===== src/jrx_map.vh =====
/*
  Register offsets, field positions, reset values and serial port framing
  for the receiver check and link parameter block.
  Assumes it is included by its bare name from the design files.
*/
// Notes on behaviour
// - The sample check runs only while its enable bit is 1.
// - A writable byte holds the low 8 bits of the reference sample.
// - A writable byte holds the high 8 bits of the reference sample.
// - The reference is compared with the selected demapped receiver sample.
// - Read-only fail flag: set to 1 when a sample differs from reference, held at 1 until cleared.
// - Each set bit x of the invert mask inverts logical lane x data.
// - Device identifier and 4-bit bank identifier from lane 0 read back.
// - Adjustment resolution from lane 0 reads back in bits 7 to 4.
// - Adjustment direction flag from lane 0 reads back in bit 6.
// - Phase adjustment request flag from lane 0 reads back in bit 5.
// - Lane identification from lane 0 reads back in bits 4 to 0.
// - Scrambling status from lane 0 reads back in bit 7, 1 enabled.
// - Lane count minus one from lane 0 reads back in bits 4 to 0.
// - Writing 1 to the check clear bit clears the stored result.
// - A 2-bit converter select picks the checked converter channel.
// - A 2-bit sample select picks the checked sample within the frame.
`ifndef JRX_MAP_VH
`define JRX_MAP_VH

// ****************************************************************
// Register offsets
// ****************************************************************
`define JRX_ADDR_W 15
`define JRX_OFS_TPL_CTRL 15'h032C
`define JRX_OFS_REF_LOW 15'h032D
`define JRX_OFS_REF_HIGH 15'h032E
`define JRX_OFS_RESULT 15'h032F
`define JRX_OFS_SETUP 15'h0333
`define JRX_OFS_INVERT 15'h0334
`define JRX_OFS_DEV_IDENT 15'h0400
`define JRX_OFS_ADJ_BANK 15'h0401
`define JRX_OFS_ADJ_LANE 15'h0402
`define JRX_OFS_SCR_LANES 15'h0403

// ****************************************************************
// Field positions
// ****************************************************************
`define JRX_CTRL_ENABLE 0
`define JRX_CTRL_CLEAR 1
`define JRX_CTRL_CONV_LSB 2
`define JRX_CTRL_SAMP_LSB 4
`define JRX_CTRL_MASK 8'h3F
`define JRX_SETUP_REQUIRED 8'h01

// ****************************************************************
// Reset values
// ****************************************************************
`define JRX_RST_BYTE 8'h00
`define JRX_RST_NIBBLE 4'h0
`define JRX_RST_FIVE 5'h00

// ****************************************************************
// Lane 0 alignment octet indices and data shapes
// ****************************************************************
`define JRX_ILA_DEV_IDENT 4'h0
`define JRX_ILA_ADJ_BANK 4'h1
`define JRX_ILA_ADJ_LANE 4'h2
`define JRX_ILA_SCR_LANES 4'h3
`define JRX_LANES 8
`define JRX_OCTET_W 8
`define JRX_SAMPLE_W 16
`define JRX_SLOTS 16

// ****************************************************************
// Serial port framing
// ****************************************************************
`define JRX_SPI_INSTR_BITS 5'd16
`define JRX_SPI_FIRST_SHIFT 5'd17
`define JRX_SPI_FRAME_BITS 5'd24
`define JRX_SPI_LAST_BIT 5'd23
`define JRX_SPI_INSTR_LAST 5'd15

`endif


===== src/jrx_regs.v =====
/*
  Receiver register bank: transport layer sample check, logical lane
  inversion and read-only capture of lane 0 link configuration.
  Assumes lane, sample and alignment inputs come from logic on ref_clk_i;
  only the serial port pins are asynchronous.
*/
`timescale 1ns/100ps
`include "jrx_map.vh"

module jrx_regs (
  // Clock and reset
  input wire ref_clk_i,
  input wire resetn_i,
  // Serial control port
  input wire spi_sclk_i,
  input wire spi_csn_i,
  input wire spi_sdi_i,
  output wire spi_sdo_o,
  output wire spi_sdo_oe_o,
  // Deserialized lanes
  input wire [`JRX_LANES*`JRX_OCTET_W-1:0] lane_data_i,
  input wire lane_valid_i,
  output reg [`JRX_LANES*`JRX_OCTET_W-1:0] lane_data_o,
  output reg lane_valid_o,
  // Lane 0 alignment configuration octets
  input wire ila_cfg_we_i,
  input wire [3:0] ila_cfg_index_i,
  input wire [7:0] ila_cfg_octet_i,
  // Demapped converter samples, slot = converter*4 + sample
  input wire [`JRX_SLOTS*`JRX_SAMPLE_W-1:0] sample_data_i,
  input wire sample_valid_i,
  // Status and setup
  output reg tpl_check_failed_o,
  output wire [7:0] rx_setup_o
);

  wire [`JRX_ADDR_W-1:0] reg_addr;
  wire [7:0] reg_wdata;
  wire reg_wr;
  wire [7:0] reg_rdata;

  reg [7:0] tpl_check_control;
  reg [7:0] tpl_reference_low;
  reg [7:0] tpl_reference_high;
  reg [7:0] receiver_setup_byte;
  reg [7:0] lane_invert_mask;
  reg [7:0] rx_link_device_ident;
  reg [3:0] rx_adjust_resolution;
  reg [3:0] rx_bank_ident;
  reg rx_adjust_direction;
  reg rx_phase_adjust_request;
  reg [4:0] rx_lane_ident;
  reg rx_scramble_status;
  reg [4:0] rx_lane_count;
  reg tpl_check_failed;

  wire tpl_check_enable;
  wire tpl_check_clear;
  wire [1:0] tpl_converter_select;
  wire [1:0] tpl_sample_select;
  wire [3:0] slot_index;
  wire [15:0] selected_sample;
  wire [15:0] reference_sample;
  wire sample_mismatch;
  wire next_failed;

  // ****************************************************************
  // Serial port
  // ****************************************************************
  jrx_spi u_spi (
    .ref_clk_i(ref_clk_i),
    .resetn_i(resetn_i),
    .spi_sclk_i(spi_sclk_i),
    .spi_csn_i(spi_csn_i),
    .spi_sdi_i(spi_sdi_i),
    .spi_sdo_o(spi_sdo_o),
    .spi_sdo_oe_o(spi_sdo_oe_o),
    .addr_o(reg_addr),
    .wdata_o(reg_wdata),
    .wr_o(reg_wr),
    .rdata_i(reg_rdata)
  );

  // Write strobe for one register offset.
  function wr_hit;
    input strobe;
    input [`JRX_ADDR_W-1:0] addr;
    input [`JRX_ADDR_W-1:0] offset;
    begin
      wr_hit = strobe && (addr == offset);
    end
  endfunction

  // ****************************************************************
  // Writable registers
  // ****************************************************************
  always @(posedge ref_clk_i or negedge resetn_i) begin
    if (!resetn_i) begin
      tpl_check_control <= `JRX_RST_BYTE;
      tpl_reference_low <= `JRX_RST_BYTE;
      tpl_reference_high <= `JRX_RST_BYTE;
      receiver_setup_byte <= `JRX_RST_BYTE;
      lane_invert_mask <= `JRX_RST_BYTE;
    end else begin
      if (wr_hit(reg_wr, reg_addr, `JRX_OFS_TPL_CTRL)) begin
        tpl_check_control <= reg_wdata & `JRX_CTRL_MASK;
      end
      if (wr_hit(reg_wr, reg_addr, `JRX_OFS_REF_LOW)) begin
        tpl_reference_low <= reg_wdata;
      end
      if (wr_hit(reg_wr, reg_addr, `JRX_OFS_REF_HIGH)) begin
        tpl_reference_high <= reg_wdata;
      end
      if (wr_hit(reg_wr, reg_addr, `JRX_OFS_SETUP)) begin
        receiver_setup_byte <= reg_wdata;
      end
      if (wr_hit(reg_wr, reg_addr, `JRX_OFS_INVERT)) begin
        lane_invert_mask <= reg_wdata;
      end
    end
  end

  // Setup byte is passed to the receiver core, which needs the value 0x1.
  assign rx_setup_o = receiver_setup_byte;

  // ****************************************************************
  // Logical lane inversion
  // ****************************************************************
  genvar lane;
  generate
    for (lane = 0; lane < `JRX_LANES; lane = lane + 1) begin : g_lane
      always @(posedge ref_clk_i or negedge resetn_i) begin
        if (!resetn_i) begin
          lane_data_o[lane*`JRX_OCTET_W +: `JRX_OCTET_W] <= `JRX_RST_BYTE;
        end else begin
          lane_data_o[lane*`JRX_OCTET_W +: `JRX_OCTET_W] <=
            lane_data_i[lane*`JRX_OCTET_W +: `JRX_OCTET_W] ^
            {`JRX_OCTET_W{lane_invert_mask[lane]}};
        end
      end
    end
  endgenerate

  always @(posedge ref_clk_i or negedge resetn_i) begin
    if (!resetn_i) begin
      lane_valid_o <= 1'b0;
    end else begin
      lane_valid_o <= lane_valid_i;
    end
  end

  // ****************************************************************
  // Lane 0 link parameter capture
  // ****************************************************************
  // Each field is replaced only when its octet arrives again, so values
  // stay stable between alignment sequences.
  always @(posedge ref_clk_i or negedge resetn_i) begin
    if (!resetn_i) begin
      rx_link_device_ident <= `JRX_RST_BYTE;
      rx_adjust_resolution <= `JRX_RST_NIBBLE;
      rx_bank_ident <= `JRX_RST_NIBBLE;
      rx_adjust_direction <= 1'b0;
      rx_phase_adjust_request <= 1'b0;
      rx_lane_ident <= `JRX_RST_FIVE;
      rx_scramble_status <= 1'b0;
      rx_lane_count <= `JRX_RST_FIVE;
    end else if (ila_cfg_we_i) begin
      case (ila_cfg_index_i)
        `JRX_ILA_DEV_IDENT: begin
          rx_link_device_ident <= ila_cfg_octet_i;
        end
        `JRX_ILA_ADJ_BANK: begin
          rx_adjust_resolution <= ila_cfg_octet_i[7:4];
          rx_bank_ident <= ila_cfg_octet_i[3:0];
        end
        `JRX_ILA_ADJ_LANE: begin
          rx_adjust_direction <= ila_cfg_octet_i[6];
          rx_phase_adjust_request <= ila_cfg_octet_i[5];
          rx_lane_ident <= ila_cfg_octet_i[4:0];
        end
        `JRX_ILA_SCR_LANES: begin
          rx_scramble_status <= ila_cfg_octet_i[7];
          rx_lane_count <= ila_cfg_octet_i[4:0];
        end
        default: begin
        end
      endcase
    end
  end

  // ****************************************************************
  // Short transport layer sample check
  // ****************************************************************
  assign tpl_check_enable = tpl_check_control[`JRX_CTRL_ENABLE];
  assign tpl_check_clear = tpl_check_control[`JRX_CTRL_CLEAR];
  assign tpl_converter_select = tpl_check_control[`JRX_CTRL_CONV_LSB +: 2];
  assign tpl_sample_select = tpl_check_control[`JRX_CTRL_SAMP_LSB +: 2];

  assign slot_index = {tpl_converter_select, tpl_sample_select};
  assign selected_sample = sample_data_i[{slot_index, 4'h0} +: `JRX_SAMPLE_W];
  assign reference_sample = {tpl_reference_high, tpl_reference_low};
  assign sample_mismatch = selected_sample != reference_sample;

  // A mismatch seen in the same cycle as a clear still sets the flag.
  assign next_failed = (tpl_check_enable & sample_valid_i & sample_mismatch) |
                       (tpl_check_failed & ~tpl_check_clear);

  always @(posedge ref_clk_i or negedge resetn_i) begin
    if (!resetn_i) begin
      tpl_check_failed <= 1'b0;
      tpl_check_failed_o <= 1'b0;
    end else begin
      tpl_check_failed <= next_failed;
      tpl_check_failed_o <= next_failed;
    end
  end

  // ****************************************************************
  // Read multiplexer
  // ****************************************************************
  function [7:0] rd_mux;
    input [`JRX_ADDR_W-1:0] addr;
    begin
      case (addr)
        `JRX_OFS_TPL_CTRL: rd_mux = tpl_check_control;
        `JRX_OFS_REF_LOW: rd_mux = tpl_reference_low;
        `JRX_OFS_REF_HIGH: rd_mux = tpl_reference_high;
        `JRX_OFS_RESULT: rd_mux = {7'h00, tpl_check_failed};
        `JRX_OFS_SETUP: rd_mux = receiver_setup_byte;
        `JRX_OFS_INVERT: rd_mux = lane_invert_mask;
        `JRX_OFS_DEV_IDENT: rd_mux = rx_link_device_ident;
        `JRX_OFS_ADJ_BANK: rd_mux = {rx_adjust_resolution, rx_bank_ident};
        `JRX_OFS_ADJ_LANE: rd_mux = {1'b0, rx_adjust_direction, rx_phase_adjust_request,
                                     rx_lane_ident};
        `JRX_OFS_SCR_LANES: rd_mux = {rx_scramble_status, 2'h0, rx_lane_count};
        default: rd_mux = 8'h00;
      endcase
    end
  endfunction

  assign reg_rdata = rd_mux(reg_addr);

endmodule


===== src/jrx_spi.v =====
/*
  Serial control port slave: 16-bit instruction (read flag, 15-bit address)
  followed by one data byte, most significant bit first.
  Assumes the serial clock half period spans at least four reference clocks.
*/
`timescale 1ns/100ps
`include "jrx_map.vh"

module jrx_spi (
  // Clock and reset
  input wire ref_clk_i,
  input wire resetn_i,
  // Serial pins
  input wire spi_sclk_i,
  input wire spi_csn_i,
  input wire spi_sdi_i,
  output wire spi_sdo_o,
  output wire spi_sdo_oe_o,
  // Register side
  output reg [`JRX_ADDR_W-1:0] addr_o,
  output reg [7:0] wdata_o,
  output reg wr_o,
  input wire [7:0] rdata_i
);

  reg [1:0] sclk_sync;
  reg [1:0] csn_sync;
  reg [1:0] sdi_sync;
  reg sclk_prev;
  reg [4:0] bit_cnt;
  reg [14:0] in_shift;
  reg read_mode;
  reg load_pend;
  reg [7:0] out_shift;
  wire sclk_rise;
  wire sclk_fall;

  // ****************************************************************
  // Pin synchronisers and edge detection
  // ****************************************************************
  always @(posedge ref_clk_i or negedge resetn_i) begin
    if (!resetn_i) begin
      sclk_sync <= 2'h0;
      csn_sync <= 2'h3;
      sdi_sync <= 2'h0;
      sclk_prev <= 1'b0;
    end else begin
      sclk_sync <= {sclk_sync[0], spi_sclk_i};
      csn_sync <= {csn_sync[0], spi_csn_i};
      sdi_sync <= {sdi_sync[0], spi_sdi_i};
      sclk_prev <= sclk_sync[1];
    end
  end

  assign sclk_rise = sclk_sync[1] & ~sclk_prev;
  assign sclk_fall = ~sclk_sync[1] & sclk_prev;

  // ****************************************************************
  // Frame sequencing
  // ****************************************************************
  always @(posedge ref_clk_i or negedge resetn_i) begin
    if (!resetn_i) begin
      bit_cnt <= 5'h00;
      in_shift <= 15'h0000;
      read_mode <= 1'b0;
      load_pend <= 1'b0;
      out_shift <= 8'h00;
      addr_o <= 15'h0000;
      wdata_o <= 8'h00;
      wr_o <= 1'b0;
    end else begin
      wr_o <= 1'b0;
      load_pend <= 1'b0;
      if (csn_sync[1]) begin
        bit_cnt <= 5'h00;
        read_mode <= 1'b0;
      end else begin
        if (sclk_rise && bit_cnt < `JRX_SPI_FRAME_BITS) begin
          bit_cnt <= bit_cnt + 5'd1;
          in_shift <= {in_shift[13:0], sdi_sync[1]};
          if (bit_cnt == `JRX_SPI_INSTR_LAST) begin
            addr_o <= {in_shift[13:0], sdi_sync[1]};
            read_mode <= in_shift[14];
            load_pend <= in_shift[14];
          end
          if (bit_cnt == `JRX_SPI_LAST_BIT && !read_mode) begin
            wdata_o <= {in_shift[6:0], sdi_sync[1]};
            wr_o <= 1'b1;
          end
        end
        if (load_pend) begin
          out_shift <= rdata_i;
        end else if (sclk_fall && bit_cnt >= `JRX_SPI_FIRST_SHIFT) begin
          out_shift <= {out_shift[6:0], 1'b0};
        end
      end
    end
  end

  assign spi_sdo_o = out_shift[7];
  assign spi_sdo_oe_o = read_mode & ~csn_sync[1] & (bit_cnt >= `JRX_SPI_INSTR_BITS);

endmodule


===== config.mk =====
export PLATFORM = sky130hd
export DESIGN_NAME = jrx_regs
export DESIGN_NICKNAME = d
export VERILOG_FILES = /design/src/jrx_regs.v /design/src/jrx_spi.v
export VERILOG_INCLUDE_DIRS = /design/src
export SDC_FILE = /design/constraint.sdc
export NUM_CORES = 1
export LEC_CHECK = 0
export ABC_CLOCK_PERIOD_IN_PS = 5800
export BUFFER_PORTS_ARGS = -buffer_cell sky130_fd_sc_hd__buf_2
export CAP_MARGIN = 20
export CORE_AREA = 2 2 162 164
export CTS_BUF_LIST = sky130_fd_sc_hd__clkbuf_4
export DETAILED_ROUTE_END_ITERATION = 16
export DIE_AREA = 0 0 164 166
export GPL_TIMING_DRIVEN = 0
export PLACE_DENSITY = 0.76
export SYNTH_ARGS = -nofsm -noshare
export SYNTH_HDL_FRONTEND = slang
export SYNTH_HIERARCHICAL = 1
export SYNTH_SLANG_ARGS = --single-unit

===== constraint.sdc =====
create_clock -name ref_clk_i -period 5.8 [get_ports ref_clk_i]
set_input_delay 1.16 -clock ref_clk_i [delete_from_list [all_inputs] [get_ports ref_clk_i]]
set_output_delay 1.16 -clock ref_clk_i [all_outputs]
set_load 0.02 [all_outputs]

==> metrics.yaml <==
status: "complete, no violations"
ys_types: 57
post-place-ws_ns: 2.62
cts_setup_buffers: 0
hold_violations: 0
portBuffers: 415
die_h_um: 166
place.gp.congestion: 0.973
holdCritPathClass: "flip-flop to flip-flop"
synthToLayoutAreaGrowth_pct: 28.1
core-area_sq_um: 25600
drt_wl_total_mm: 32.1
seq_area_sq_um: 4860
max_freq_ghz: 0.331
final_area_sq_um: 13000
crit_fanout: 10
synth_area_leaders: "dfrtp_1, mux4_2, mux2_2"
clk_pin_slew_ns: 0.14
drive_above_1_share: 0.563
grtUsageTotal: 0.236
startpoint_type: "flip-flop"
ys_warn_count: 6
drt_pass1_iterations: 5
final_max_slew_viol_count: 0
cap_viol_max_count: 0
numCtsBuffers: 17
ys_ff_latch: 194
synthArstFlopShare: 1.00
critPathKind: "flip-flop to flip-flop"
fin_skew_ns: 0.0129
worst_pin_slew_ns: 0.877
final.period_utilization: 0.520
rsz0062_at_grt: "false"
hpwl_mm: 25.8
ctsHoldBuffers: 0
yosysTopAreaCellShare: 0.474
synth-edff-count: 0
grt_pass1_wl_mm: 48.2
syn-cell-area_sq_um: 10100
fin_tns_setup_ns: 0
start_util: 0.396
cts_resized: 0
yosysTopAreaCell: "dfrtp_1"
relSlewSlack: 0.415
syn-num-nets: 1044
first_global_vias: 8218
via_per_inst: 5.45
seq_area_frac_synth: 0.479
overflow: 0
h-tree-depth: 4
wire_per_inst_um: 21.6
drtAntennaViolNets: 0
fillers: 2270
powerDensity_nw_per_um2: 205
nets: 1481
rows: 59
drt_iter0_markers: 648
synthTopCellsByCount: "dfrtp_1, mux2_2, xor2_1"
postSynthAreaPerCell_sq_um: 14.5
cts-root-buf: "clkbuf_4"
min_period_ns: 3.02
cts_tree: "built"
die_area_sq_um: 27200
cp.arrival_ns: 3.50
syn_inst: 700
ios: 416
cp.required_ns: 6.29
drc: 0
leakage_nw: 6.35
dr_total_vias: 8092
fin_ws_ns: 2.78
die_w_um: 164
endpoint_kind: "flip-flop"
clock_latency_ns: 0.59
cts.sinks: 194
multi_input_area_sq_um: 5020
reg2reg_depth: 10
synth-main-ff-cell: "dfrtp_1"
post-synth-top-count-cell: "dfrtp_1"
holdPathStages: 0
finalSetupViolations: 0
clockBufferDepth: 2
antenna_found_initial: 7
grt_max_degree: 119
irDropWorstVdd_uv: 125
place_area_sq_um: 12700
[cell type report]
class                      count  share of cell area
sequential                   194               0.374
inverter                       4             0.00116
buffer                        43              0.0185
clock buffer                  18              0.0104
multi-input combinational    459               0.387
tap                          335              0.0323
clock inverter                13              0.0125
timing repair buffer         418               0.164
antenna                        2            0.000385
[path summary, 6_finish.rpt]
| path | startpoint | endpoint | slack (ns) |
|---|---|---|---|
| setup / recovery | tpl_check_control[5]$_DFFE_PN0P_ | u_spi/out_shift[5]$_DFFE_PN0P_ | 2.78 |
| hold / removal | u_spi/csn_sync[0]$_DFF_PN1_ | u_spi/csn_sync[1]$_DFF_PN1_ | 0.37 |
| hold reg to reg | u_spi/csn_sync[0]$_DFF_PN1_ | u_spi/csn_sync[1]$_DFF_PN1_ | 0.37 |
| max in group asynchronous | resetn_i | u_spi/wdata_o[6]$_DFFE_PN0P_ | 4.34 |
| min in group asynchronous | resetn_i | lane_data_o[52]$_DFF_PN0_ | 0.50 |
| setup reg to reg | tpl_check_control[5]$_DFFE_PN0P_ | u_spi/out_shift[5]$_DFFE_PN0P_ | 2.78 |
[sequential cells by signal, indices dropped and copies added (netlist names), 2 cells and up]
name,flops
lane_invert_mask,8
u_spi/wdata_o,8
rx_lane_ident,5
u_spi/csn_sync,2
rx_bank_ident,4
u_spi/sclk_sync,2
rx_link_device_ident,8
u_spi/sdi_sync,2
u_spi/in_shift,15
tpl_reference_low,8
u_spi/addr_o,15
rx_adjust_resolution,4
u_spi/bit_cnt,5
u_spi/out_shift,8
tpl_reference_high,8
tpl_check_control,6
rx_setup_o,8
rx_lane_count,5
lane_data_o,64
[power by group]
group | switching (mW) | total [mW] | internal [mW] | leakage (nW)
registers | 0.0624 | 1.51 | 1.45 | 2.48
logic | 0.174 | 0.387 | 0.213 | 3.71
clock network | 0.454 | 0.756 | 0.302 | 0.156
[metrics by stage]
step,util,hold WS [ns],power (mW),std cells
after floorplan,-,0.331,1.70,700
after global placement,0.493,0.336,1.91,1450
after detailed placement,0.495,0.337,1.93,1453
after CTS,0.507,0.368,2.68,1484
after global routing,0.507,0.370,2.79,1486
final,0.507,0.366,2.66,1486
[layout by cell type (no fill, tap or decap), drive strengths merged, types with 3 or more instances in the layout]
cell	instances
a21oi	6
a222oi	10
and3	5
buf	441
bufinv	3
clkbuf	38
clkinv	7
dfrtp	192
ha	4
inv	5
mux2	121
mux2i	32
mux4	66
nand2	23
nand3	11
nand4	6
nor2	15
nor2b	6
nor3	6
nor3b	3
nor4	7
o21ai	7
xnor2	18
xor2	83
[worst max-delay path: stages, from the launching register on]
cell and delay, ns:
dfrtp_1 0.38, buf_2 0.20, buf_1 0.42, clkbuf_1 0.41, mux2i_1 0.29, nor3_1 0.07, a21oi_1 0.19, o211ai_1 0.12
a221o_1 0.31, mux2_2 0.27, mux2_2 0.26
[kinds of logic after synthesis]
group / after synthesis / share of synthesized area
muxes: 219 / 0.319
DFF: 194 / 0.479
xor gates and xnor gates: 101 / 0.0873
and+or+nand+nor: 95 / 0.0546
buffers and inverters: 47 / 0.0252
AOI/OAI and AO/OA: 40 / 0.0299
adders and majority gates: 4 / 0.00494
[metal layers]
metal,vias to the layer above,GRT usage,wire [um]
met5,-,0,49
li1,3508,-,-
met3,61,0.0557,2880
met1,4058,0.325,13500
met4,8,0.0717,735
met2,457,0.370,14900
No activity file was read; power rests on OpenSTA's default activity.
